File: src/rtl/lcs_pkg.sv
// Shared constants, register map and carrier types of the loop-current setpoint block.
// Assumes a 250 MHz system clock and a 32-bit classic Wishbone register port.

package lcs_pkg;

    // ----------------------------------------
    // Register offsets (byte addresses)
    // ----------------------------------------
    localparam logic [7:0] OFS_CTRL = 8'h00;
    localparam logic [7:0] OFS_POLL = 8'h04;
    localparam logic [7:0] OFS_RLO = 8'h08;
    localparam logic [7:0] OFS_RHI = 8'h0c;
    localparam logic [7:0] OFS_LINK = 8'h10;
    localparam logic [7:0] OFS_STORE = 8'h14;
    localparam logic [7:0] OFS_MAP = 8'h18;
    localparam logic [7:0] OFS_STAT = 8'h1c;
    localparam logic [7:0] OFS_PV = 8'h20;
    // Slot blocks: adr[7:5] selects block, adr[4:2] the slot
    localparam logic [2:0] BLK_SRC = 3'h2;
    localparam logic [2:0] BLK_DVV = 3'h3;

    // ----------------------------------------
    // Sizes, limits, field positions
    // ----------------------------------------
    localparam logic [2:0] NUM_SLOTS = 3'h6;
    localparam int NUM_DYN = 4;
    localparam int MAP_STRIDE = 4;
    localparam int CTRL_ALARM_BIT = 0;
    localparam logic [31:0] SRC_MAX = 32'h00010000;
    localparam int NUM_W = 46;
    localparam logic [5:0] DIV_STEPS = 6'h2e;
    localparam int LED_CNT_W = 24;

    // ----------------------------------------
    // Reset values
    // ----------------------------------------
    localparam logic [5:0] RST_POLL = 6'h00;
    localparam logic [31:0] RST_RLO = 32'h00000000;
    localparam logic [31:0] RST_RHI = 32'h00002710;
    localparam logic [13:0] RST_LINK = 14'h1301;
    localparam logic [4:0] RST_STORE = 5'h00;
    localparam logic [11:0] RST_MAP = 12'h688;

    // ----------------------------------------
    // Loop currents in microamps
    // ----------------------------------------
    localparam logic [15:0] CUR_LOW = 16'h0fa0;
    localparam logic [15:0] CUR_SPAN = 16'h3e80;
    localparam logic [15:0] CUR_HIGH = 16'h4e20;
    localparam logic [15:0] CUR_SAT_HI = 16'h5140;
    localparam logic [15:0] CUR_SAT_LO = 16'h0ed8;
    localparam logic [15:0] CUR_ALM_HI = 16'h54f6;
    localparam logic [15:0] CUR_ALM_LO = 16'h0e74;
    localparam logic [15:0] CUR_MULTI = 16'h0fa0;

    // ----------------------------------------
    // Timing
    // ----------------------------------------
    localparam int unsigned CLK_MHZ = 32'h000000fa;
    localparam int unsigned LED_HOLD_US = 32'h0000c350;
    localparam int unsigned LED_HOLD_CYC = LED_HOLD_US * CLK_MHZ;

    // ----------------------------------------
    // Types
    // ----------------------------------------
    typedef struct packed {
        logic crc_hi_first;
        logic [1:0] parity;
        logic [2:0] rate;
        logic [7:0] slave_addr;
    } lcs_link_cfg_t;

    typedef struct packed {
        logic [1:0] order;
        logic [2:0] dtype;
    } lcs_store_cfg_t;

    typedef struct packed {
        logic valid;
        logic [16:0] addr;
        logic [31:0] data;
    } lcs_acq_t;

    typedef struct packed {
        logic [31:0] fourth_variable;
        logic [31:0] third_variable;
        logic [31:0] second_variable;
        logic [31:0] primary_variable;
    } lcs_dyn_t;

    typedef enum logic [1:0] {RG_IN, RG_EQ_HI, RG_OVER, RG_UNDER} lcs_region_t;
    typedef enum logic {ST_IDLE, ST_BUSY} lcs_state_t;

endpackage

File: src/rtl/lcs_div.sv
// Restoring divider for the proportional span.
// Assumes start is only raised while the previous division is finished.

`timescale 1ns/1ps
`default_nettype none

module lcs_div
    import lcs_pkg::*;
(
    input wire logic clk_i,
    input wire logic rst_i,
    input wire logic start_i,
    input wire logic [NUM_W-1:0] num_i,
    input wire logic [31:0] den_i,
    output logic done_o,
    output logic [15:0] quo_o
);

    // Dividend shifts out on top while quotient bits shift in below
    logic [NUM_W-1:0] num_reg;
    logic [32:0] rem_reg;
    logic [31:0] den_reg;
    logic [5:0] cnt_reg;
    logic busy_reg;
    logic done_reg;

    wire [32:0] trial = {rem_reg[31:0], num_reg[NUM_W-1]};
    wire fits = trial >= {1'b0, den_reg};
    wire [32:0] rem_next = fits ? trial - {1'b0, den_reg} : trial;

    always_ff @(posedge clk_i) begin
        if (rst_i) begin
            num_reg <= '0;
            rem_reg <= '0;
            den_reg <= '0;
            cnt_reg <= '0;
            busy_reg <= 1'b0;
            done_reg <= 1'b0;
        end else begin
            done_reg <= busy_reg && cnt_reg == 6'h01;
            if (start_i && !busy_reg) begin
                num_reg <= num_i;
                den_reg <= den_i;
                rem_reg <= '0;
                cnt_reg <= DIV_STEPS;
                busy_reg <= 1'b1;
            end else if (busy_reg) begin
                num_reg <= {num_reg[NUM_W-2:0], fits};
                rem_reg <= rem_next;
                cnt_reg <= cnt_reg - 6'h01;
                busy_reg <= cnt_reg != 6'h01;
            end
        end
    end

    assign done_o = done_reg;
    assign quo_o = num_reg[15:0];

endmodule

`default_nettype wire

File: src/rtl/lcs_top.sv
// Loop-current setpoint logic: range compare, saturation, alarm, multidrop.
// Assumes a classic Wishbone master and a register-link engine on clk_i.

`timescale 1ns/1ps
`default_nettype none

module lcs_top
    import lcs_pkg::*;
#(
    parameter int unsigned LED_HOLD = LED_HOLD_CYC
) (
    input wire logic clk_i,
    input wire logic rst_i,
    input wire logic wb_cyc_i,
    input wire logic wb_stb_i,
    input wire logic wb_we_i,
    input wire logic [7:0] wb_adr_i,
    input wire logic [3:0] wb_sel_i,
    input wire logic [31:0] wb_dat_i,
    output logic [31:0] wb_dat_o,
    output logic wb_ack_o,
    input wire lcs_acq_t acq_i,
    input wire logic fault_i,
    input wire logic link_act_i,
    input wire logic loop_act_i,
    output lcs_link_cfg_t link_cfg_o,
    output lcs_store_cfg_t store_cfg_o,
    output lcs_dyn_t dyn_o,
    output logic [15:0] setpoint_o,
    output logic link_led_n_o,
    output logic loop_led_n_o
);

    // ----------------------------------------
    // Functions
    // ----------------------------------------
    function automatic logic [31:0] order_fix(input logic [31:0] w, input logic [1:0] o);
        case (o)
            2'h1: order_fix = {w[7:0], w[15:8], w[23:16], w[31:24]};
            2'h2: order_fix = {w[23:16], w[31:24], w[7:0], w[15:8]};
            2'h3: order_fix = {w[15:0], w[31:16]};
            default: order_fix = w;
        endcase
    endfunction

    function automatic logic slot_ok(input logic [3:0] s);
        slot_ok = s < {1'b0, NUM_SLOTS};
    endfunction

    // ----------------------------------------
    // State
    // ----------------------------------------
    logic ack_reg;
    logic [31:0] rdat_reg;
    logic alarm_hi_reg;
    logic [5:0] poll_reg;
    logic signed [31:0] rlo_reg;
    logic signed [31:0] rhi_reg;
    lcs_link_cfg_t link_reg;
    lcs_store_cfg_t store_reg;
    logic [2:0] map_reg [NUM_DYN];
    logic [16:0] src_reg [NUM_SLOTS];
    logic [31:0] slot_reg [NUM_SLOTS];
    logic [31:0] dyn_reg [NUM_DYN];
    logic fault_reg;
    lcs_state_t state_reg;
    lcs_region_t region_reg;
    lcs_region_t region_snap_reg;
    logic [15:0] prop_reg;
    logic [15:0] setpoint_reg;
    logic [1:0] led_n_reg;
    logic [LED_CNT_W-1:0] led_cnt_reg [2];

    // ----------------------------------------
    // Bus decode
    // ----------------------------------------
    wire req = wb_cyc_i & wb_stb_i;
    wire wr_en = req & wb_we_i & ack_reg & (wb_sel_i == 4'hf);
    wire [2:0] slot_idx = wb_adr_i[4:2];
    wire slot_hit = slot_ok({1'b0, slot_idx}) & (wb_adr_i[1:0] == 2'h0);
    wire hit_src = (wb_adr_i[7:5] == BLK_SRC) & slot_hit;
    wire hit_dvv = (wb_adr_i[7:5] == BLK_DVV) & slot_hit;
    wire wr_ctrl = wr_en & (wb_adr_i == OFS_CTRL);
    wire wr_poll = wr_en & (wb_adr_i == OFS_POLL);
    wire wr_rlo = wr_en & (wb_adr_i == OFS_RLO);
    wire wr_rhi = wr_en & (wb_adr_i == OFS_RHI);
    wire wr_link = wr_en & (wb_adr_i == OFS_LINK);
    wire wr_store = wr_en & (wb_adr_i == OFS_STORE);
    wire wr_map = wr_en & (wb_adr_i == OFS_MAP);
    wire wr_src = wr_en & hit_src;
    // Out-of-range values are dropped so a bad write cannot corrupt state
    wire poll_ok = wb_dat_i[31:6] == 26'h0;
    wire src_ok = (wb_dat_i != 32'h0) && (wb_dat_i <= SRC_MAX);

    wire [31:0] stat_word = {13'h0, region_reg, fault_reg, setpoint_reg};
    wire [31:0] map_word = {16'h0, 1'b0, map_reg[3], 1'b0, map_reg[2],
                            1'b0, map_reg[1], 1'b0, map_reg[0]};
    wire [31:0] rd_word =
        (wb_adr_i == OFS_CTRL) ? {31'h0, alarm_hi_reg} :
        (wb_adr_i == OFS_POLL) ? {26'h0, poll_reg} :
        (wb_adr_i == OFS_RLO) ? rlo_reg :
        (wb_adr_i == OFS_RHI) ? rhi_reg :
        (wb_adr_i == OFS_LINK) ? {18'h0, link_reg} :
        (wb_adr_i == OFS_STORE) ? {27'h0, store_reg} :
        (wb_adr_i == OFS_MAP) ? map_word :
        (wb_adr_i == OFS_STAT) ? stat_word :
        (wb_adr_i == OFS_PV) ? dyn_reg[0] :
        hit_src ? {15'h0, src_reg[slot_idx]} :
        hit_dvv ? slot_reg[slot_idx] : 32'h0;

    // ----------------------------------------
    // Bus slave: one-cycle registered answer
    // ----------------------------------------
    always_ff @(posedge clk_i) begin
        if (rst_i) begin
            ack_reg <= 1'b0;
            rdat_reg <= 32'h0;
        end else begin
            ack_reg <= req & ~ack_reg;
            rdat_reg <= rd_word;
        end
    end

    // ----------------------------------------
    // Configuration registers
    // ----------------------------------------
    always_ff @(posedge clk_i) begin
        if (rst_i) begin
            alarm_hi_reg <= 1'b0;
            poll_reg <= RST_POLL;
            rlo_reg <= RST_RLO;
            rhi_reg <= RST_RHI;
            link_reg <= RST_LINK;
            store_reg <= RST_STORE;
        end else begin
            if (wr_ctrl) begin
                alarm_hi_reg <= wb_dat_i[CTRL_ALARM_BIT];
            end
            if (wr_poll && poll_ok) begin
                poll_reg <= wb_dat_i[5:0];
            end
            if (wr_rlo) begin
                rlo_reg <= wb_dat_i;
            end
            if (wr_rhi) begin
                rhi_reg <= wb_dat_i;
            end
            if (wr_link) begin
                link_reg <= wb_dat_i[13:0];
            end
            if (wr_store) begin
                store_reg <= wb_dat_i[4:0];
            end
        end
    end

    // ----------------------------------------
    // Variable slots and dynamic assignment
    // ----------------------------------------
    wire [31:0] acq_word = order_fix(acq_i.data, store_reg.order);

    generate
        for (genvar k = 0; k < NUM_SLOTS; k++) begin : g_slot
            always_ff @(posedge clk_i) begin
                if (rst_i) begin
                    src_reg[k] <= 17'h0;
                    slot_reg[k] <= 32'h0;
                end else begin
                    if (wr_src && slot_idx == k && src_ok) begin
                        src_reg[k] <= wb_dat_i[16:0];
                    end
                    // Zero source means unbound; the link never reports address 0
                    if (acq_i.valid && acq_i.addr == src_reg[k]) begin
                        slot_reg[k] <= acq_word;
                    end
                end
            end
        end
        for (genvar d = 0; d < NUM_DYN; d++) begin : g_dyn
            wire [3:0] fld = wb_dat_i[MAP_STRIDE*d +: MAP_STRIDE];
            always_ff @(posedge clk_i) begin
                if (rst_i) begin
                    map_reg[d] <= RST_MAP[3*d +: 3];
                    dyn_reg[d] <= 32'h0;
                end else begin
                    if (wr_map && slot_ok(fld)) begin
                        map_reg[d] <= fld[2:0];
                    end
                    dyn_reg[d] <= slot_reg[map_reg[d]];
                end
            end
        end
    endgenerate

    // ----------------------------------------
    // Range compare and proportional span
    // ----------------------------------------
    wire signed [31:0] pv_val = dyn_reg[0];
    wire [31:0] pv_diff = pv_val - rlo_reg;
    wire [31:0] span_den = rhi_reg - rlo_reg;
    wire [NUM_W-1:0] span_num = NUM_W'(pv_diff) * NUM_W'(CUR_SPAN);
    wire lcs_region_t region_now =
        (pv_val == rhi_reg) ? RG_EQ_HI :
        (pv_val > rhi_reg) ? RG_OVER :
        (pv_val < rlo_reg) ? RG_UNDER : RG_IN;
    wire div_start = state_reg == ST_IDLE;
    wire div_done;
    wire [15:0] div_quo;

    lcs_div u_div (
        .clk_i(clk_i),
        .rst_i(rst_i),
        .start_i(div_start),
        .num_i(span_num),
        .den_i(span_den),
        .done_o(div_done),
        .quo_o(div_quo)
    );

    // Region and span are taken from one snapshot so they never disagree
    always_ff @(posedge clk_i) begin
        if (rst_i) begin
            state_reg <= ST_IDLE;
            region_snap_reg <= RG_IN;
            region_reg <= RG_IN;
            prop_reg <= CUR_LOW;
        end else begin
            case (state_reg)
                ST_IDLE: begin
                    region_snap_reg <= region_now;
                    state_reg <= ST_BUSY;
                end
                ST_BUSY: begin
                    if (div_done) begin
                        region_reg <= region_snap_reg;
                        prop_reg <= CUR_LOW + div_quo;
                        state_reg <= ST_IDLE;
                    end
                end
                default: state_reg <= ST_IDLE;
            endcase
        end
    end

    // ----------------------------------------
    // Current selection
    // ----------------------------------------
    wire [15:0] region_cur =
        (region_reg == RG_EQ_HI) ? CUR_HIGH :
        (region_reg == RG_OVER) ? CUR_SAT_HI :
        (region_reg == RG_UNDER) ? CUR_SAT_LO : prop_reg;
    wire [15:0] alarm_cur = alarm_hi_reg ? CUR_ALM_HI : CUR_ALM_LO;
    // Fault and polling address act at once, without waiting for a division
    wire [15:0] setpoint_next =
        fault_i ? alarm_cur :
        (poll_reg != 6'h0) ? CUR_MULTI : region_cur;

    always_ff @(posedge clk_i) begin
        if (rst_i) begin
            setpoint_reg <= CUR_LOW;
            fault_reg <= 1'b0;
        end else begin
            setpoint_reg <= setpoint_next;
            fault_reg <= fault_i;
        end
    end

    // ----------------------------------------
    // Activity indicators
    // ----------------------------------------
    wire [1:0] act = {loop_act_i, link_act_i};

    generate
        for (genvar i = 0; i < 2; i++) begin : g_led
            wire busy = led_cnt_reg[i] != '0;
            always_ff @(posedge clk_i) begin
                if (rst_i) begin
                    led_cnt_reg[i] <= '0;
                    led_n_reg[i] <= 1'b1;
                end else begin
                    // Stretch so a short frame stays visible
                    if (act[i]) begin
                        led_cnt_reg[i] <= LED_CNT_W'(LED_HOLD - 1);
                    end else if (busy) begin
                        led_cnt_reg[i] <= led_cnt_reg[i] - 1'b1;
                    end
                    led_n_reg[i] <= ~(act[i] | busy);
                end
            end
        end
    endgenerate

    // ----------------------------------------
    // Outputs
    // ----------------------------------------
    assign wb_ack_o = ack_reg;
    assign wb_dat_o = rdat_reg;
    assign link_cfg_o = link_reg;
    assign store_cfg_o = store_reg;
    assign dyn_o = {dyn_reg[3], dyn_reg[2], dyn_reg[1], dyn_reg[0]};
    assign setpoint_o = setpoint_reg;
    assign link_led_n_o = led_n_reg[0];
    assign loop_led_n_o = led_n_reg[1];

    wire [31:0] pv_src = slot_reg[map_reg[0]];
endmodule

`default_nettype wire

File: config.mk
export PLATFORM = sky130hd
export DESIGN_NAME = lcs_top
export DESIGN_NICKNAME = d
export VERILOG_FILES = /design/src/rtl/lcs_pkg.sv /design/src/rtl/lcs_div.sv /design/src/rtl/lcs_top.sv
export SDC_FILE = /design/constraint.sdc
export NUM_CORES = 2
export LEC_CHECK = 0
export ABC_CLOCK_PERIOD_IN_PS = 10800
export BUFFER_PORTS_ARGS = -buffer_cell sky130_fd_sc_hd__buf_2
export CAP_MARGIN = 25
export CORE_ASPECT_RATIO = 0.75
export CORE_MARGIN = 2
export CORE_UTILIZATION = 30
export DETAILED_ROUTE_END_ITERATION = 8
export GPL_TIMING_DRIVEN = 0
export HOLD_SLACK_MARGIN = 0.06
export RECOVER_POWER = 25
export SETUP_SLACK_MARGIN = 0.02
export SKIP_LAST_GASP = 1
export SYNTH_ARGS = -nofsm -noshare
export SYNTH_HDL_FRONTEND = slang
export SYNTH_SLANG_ARGS = --single-unit
File: constraint.sdc
create_clock -name clk_i -period 10.8 [get_ports clk_i]
set_input_delay 1.62 -clock clk_i [delete_from_list [all_inputs] [get_ports clk_i]]
set_output_delay 1.62 -clock clk_i [all_outputs]
set_load 0.01 [all_outputs]
==> impl_metrics.ini <==
[outcome]
status = complete, no violations

[detailed_routing]
drt_iter0_drc = 5599
route.vias.total = 42100
wl_um = 200000
vias_per_cell = 5.59
wl_per_cell_um = 26.5
drc = 0
antenna_left = 0
firstDrtPassIters = 6

[synthesis]
synth_top_area_share = 0.219
synth_nets = 5321
async_flop_share = 0
ys.flop_type = dfxtp_1
yosysMostFrequentCell = nor2_1
synth_edf_count = 354
syn_avg_cell_area_um2 = 9.92
ys_ff_latch = 763
seq_area_frac_synth = 0.387
yosys-top-cells-area = edfxtp_1 (22%), dfxtp_1 (17%), mux4_2 (8.3%), ha_1 (5.5%), mux2i_1 (4.9%)
syn_inst = 4900
ys_types = 99
yosys_warnings = 0
syn_area_mm2 = 0.0486
synth_top_area_cell = edfxtp_1
yosys-top-cells-count = nor2_1 (542), nand2_1 (414), dfxtp_1 (409)

[power_and_ir_drop]
power_density_mw_per_mm2 = 253
ir_drop_mv = 0.396
leakagePower_nw = 21.5

[global_route]
track_usage = 0.235
overflow = 0
grt_max_degree = 26
grt_pass1_wl_um = 284000
grt_antenna_before_repair = 29
grt_pass1_vias = 39600

[clock_network]
cts_root_buf = clkbuf_16
cts_buffers = 86
clk_pin_slew_ns = 0.06
clk_latency_ns = 0.75
cts_tree = built
cts_hold_buffers = 0
cts_buffer_depth = 3
htree_levels = 3
clock-sinks = 763
postCtsSetupBuffers = 0
cts_resized = 0

[setup_path]
crit_top_cell = fa_1
slowest_stage = xor2_1
r2r-start = dyn_reg[0][0]
r2r_setup_slack_ns = 2.11
worstSetupEndpointType = flop
required_ns = 11.38
reg2reg_depth = 26
arrival_ns = 9.27
path_class = flop to flop
crit_fanout = 6
r2r-end = u_div.num_reg[45]
critPathMaxStageDelay_ns = 0.81
start_kind = flop

[placement]
dp.cells = 7341
place_congestion = 1.02
numPortBuffers = 278
placed_area_mm2 = 0.0532
dp_slack_ns = 2.17
dp_hpwl_um = 157000

[timing]
hold_ws_ns = 0.454
clock_skew_ns = 0.0756
post-route-period-util = 0.805
period_minus_slack_ns = 8.69
relSlewSlack = 0.102
max_freq_mhz = 115
finalHoldViolCount = 0
finalSetupViolCount = 0
worst_pin_slew_ns = 1.34
setup_ws_ns = 2.11
finalSetupTns_ns = 0
drv_slew = 0
grt_setup_unrepaired = false

[min_path]
hp-class = flop to flop
hold_depth = 1
hp-start = wb_ack_o
worstHoldEndpoint = wb_ack_o

[layout]
nets = 5737
final_cells = 7531
stdcell_area_mm2 = 0.0561
drive_above_1_share = 0.102
fill_cells = 16300
multi_input_area_mm2 = 0.0274
area_growth_pct = 15.4
seq_area_mm2 = 0.0188
largest_reg_flops = 192

[floorplan]
core_mm2 = 0.160
die_h_um = 353
die_area_mm2 = 0.165
ios = 300
row_count = 127
start_util = 0.303
die_x_um = 469

[flow_run]
cap_violations = 0
-- layout by cell type, fill, tap and decap left out, drive strengths merged, types with 12 or more instances in the layout --
master | synthesis | layout
fa | 107 | 107
nor3 | 70 | 70
edfxtp | 354 | 354
dfxtp | 409 | 409
a211oi | 163 | 163
mux2 | 16 | 16
nor2b | 26 | 26
a221oi | 54 | 54
clkinv | 3 | 26
nand3b | 18 | 18
nand4 | 46 | 46
o22ai | 24 | 24
xnor2 | 202 | 202
and2 | 114 | 114
mux4 | 180 | 180
ha | 212 | 212
or3 | 21 | 21
buf | 66 | 191
nand2 | 415 | 415
or2 | 14 | 14
nor4 | 33 | 33
o21bai | 22 | 22
nand2b | 48 | 48
inv | 295 | 310
and3 | 28 | 28
nand3 | 41 | 41
diode | 0 | 16
xor2 | 79 | 79
o21a | 19 | 19
o211ai | 32 | 32
clkbuf | 253 | 566
nor2 | 542 | 542
a222oi | 12 | 12
a21o | 81 | 81
mux2i | 240 | 240
a31oi | 29 | 29
o21ai | 194 | 194
a21oi | 297 | 297
-- metrics by stage --
step                total power [mW]   util
finish                          14.2  0.350
floorplan                       9.17      -
detailed placement              11.0  0.332
CTS                             14.2  0.350
global route                    15.3  0.350
global placement                10.9  0.329
-- metal layers --
metal / vias to the layer above / routed length (um) / global-route usage
li1: 18500 / - / -
met1: 20600 / 80800 / 0.315
met2: 2510 / 85200 / 0.342
met3: 505 / 21600 / 0.0586
met4: 10 / 12200 / 0.132
met5: - / 62 / 0
-- critical path, delay by kind of cell (launching register included) --
| kind | cells | cell delay, ns |
|---|---|---|
| compound gates | 10 | 2.53 |
| simple gates | 4 | 1.02 |
| xor+xnor | 1 | 0.81 |
| buf+inv | 4 | 0.59 |
| fa+ha+maj | 7 | 2.93 |
| flops | 1 | 0.63 |
-- area by class of cell --
cell class | count | area share
tap | 2128 | 0.0475
sequential | 763 | 0.335
multi-input combinational | 3520 | 0.489
inverter | 298 | 0.0199
clock buffer | 110 | 0.0439
antenna | 16 | 0.000714
timing repair buffer | 328 | 0.0317
buffer | 319 | 0.0224
clock inverter | 49 | 0.00981
-- worst max path at each step --
stage                        from                 to  slack (ns)  cells after the start
floorplan           dyn_reg[0][0]  u_div.num_reg[45]        3.95                     28
global placement    dyn_reg[0][0]  u_div.num_reg[45]        2.25                     28
detailed placement  dyn_reg[0][0]  u_div.num_reg[45]        2.17                     26
CTS                 dyn_reg[0][0]  u_div.num_reg[45]        2.10                     26
global route        dyn_reg[0][0]  u_div.num_reg[45]        1.67                     26
finish              dyn_reg[0][0]  u_div.num_reg[45]        2.11                     26
-- report_power, final --
part | switching (mW) | total (mW) | internal [mW] | leakage (nW)
logic | 4.43 | 7.68 | 3.25 | 12.9
clock network | 1.38 | 3.17 | 1.79 | 1.48
registers | 0.143 | 3.32 | 3.18 | 7.05
-- cells by family after synthesis --
kind of cell | share of synthesized area
buf+inv | 0.0489
simple gates | 0.137
xor+xnor | 0.0514
fa+ha+maj | 0.0996
compound gates | 0.140
mux | 0.136
flops | 0.387
No activity file was read; power rests on OpenSTA's default activity.
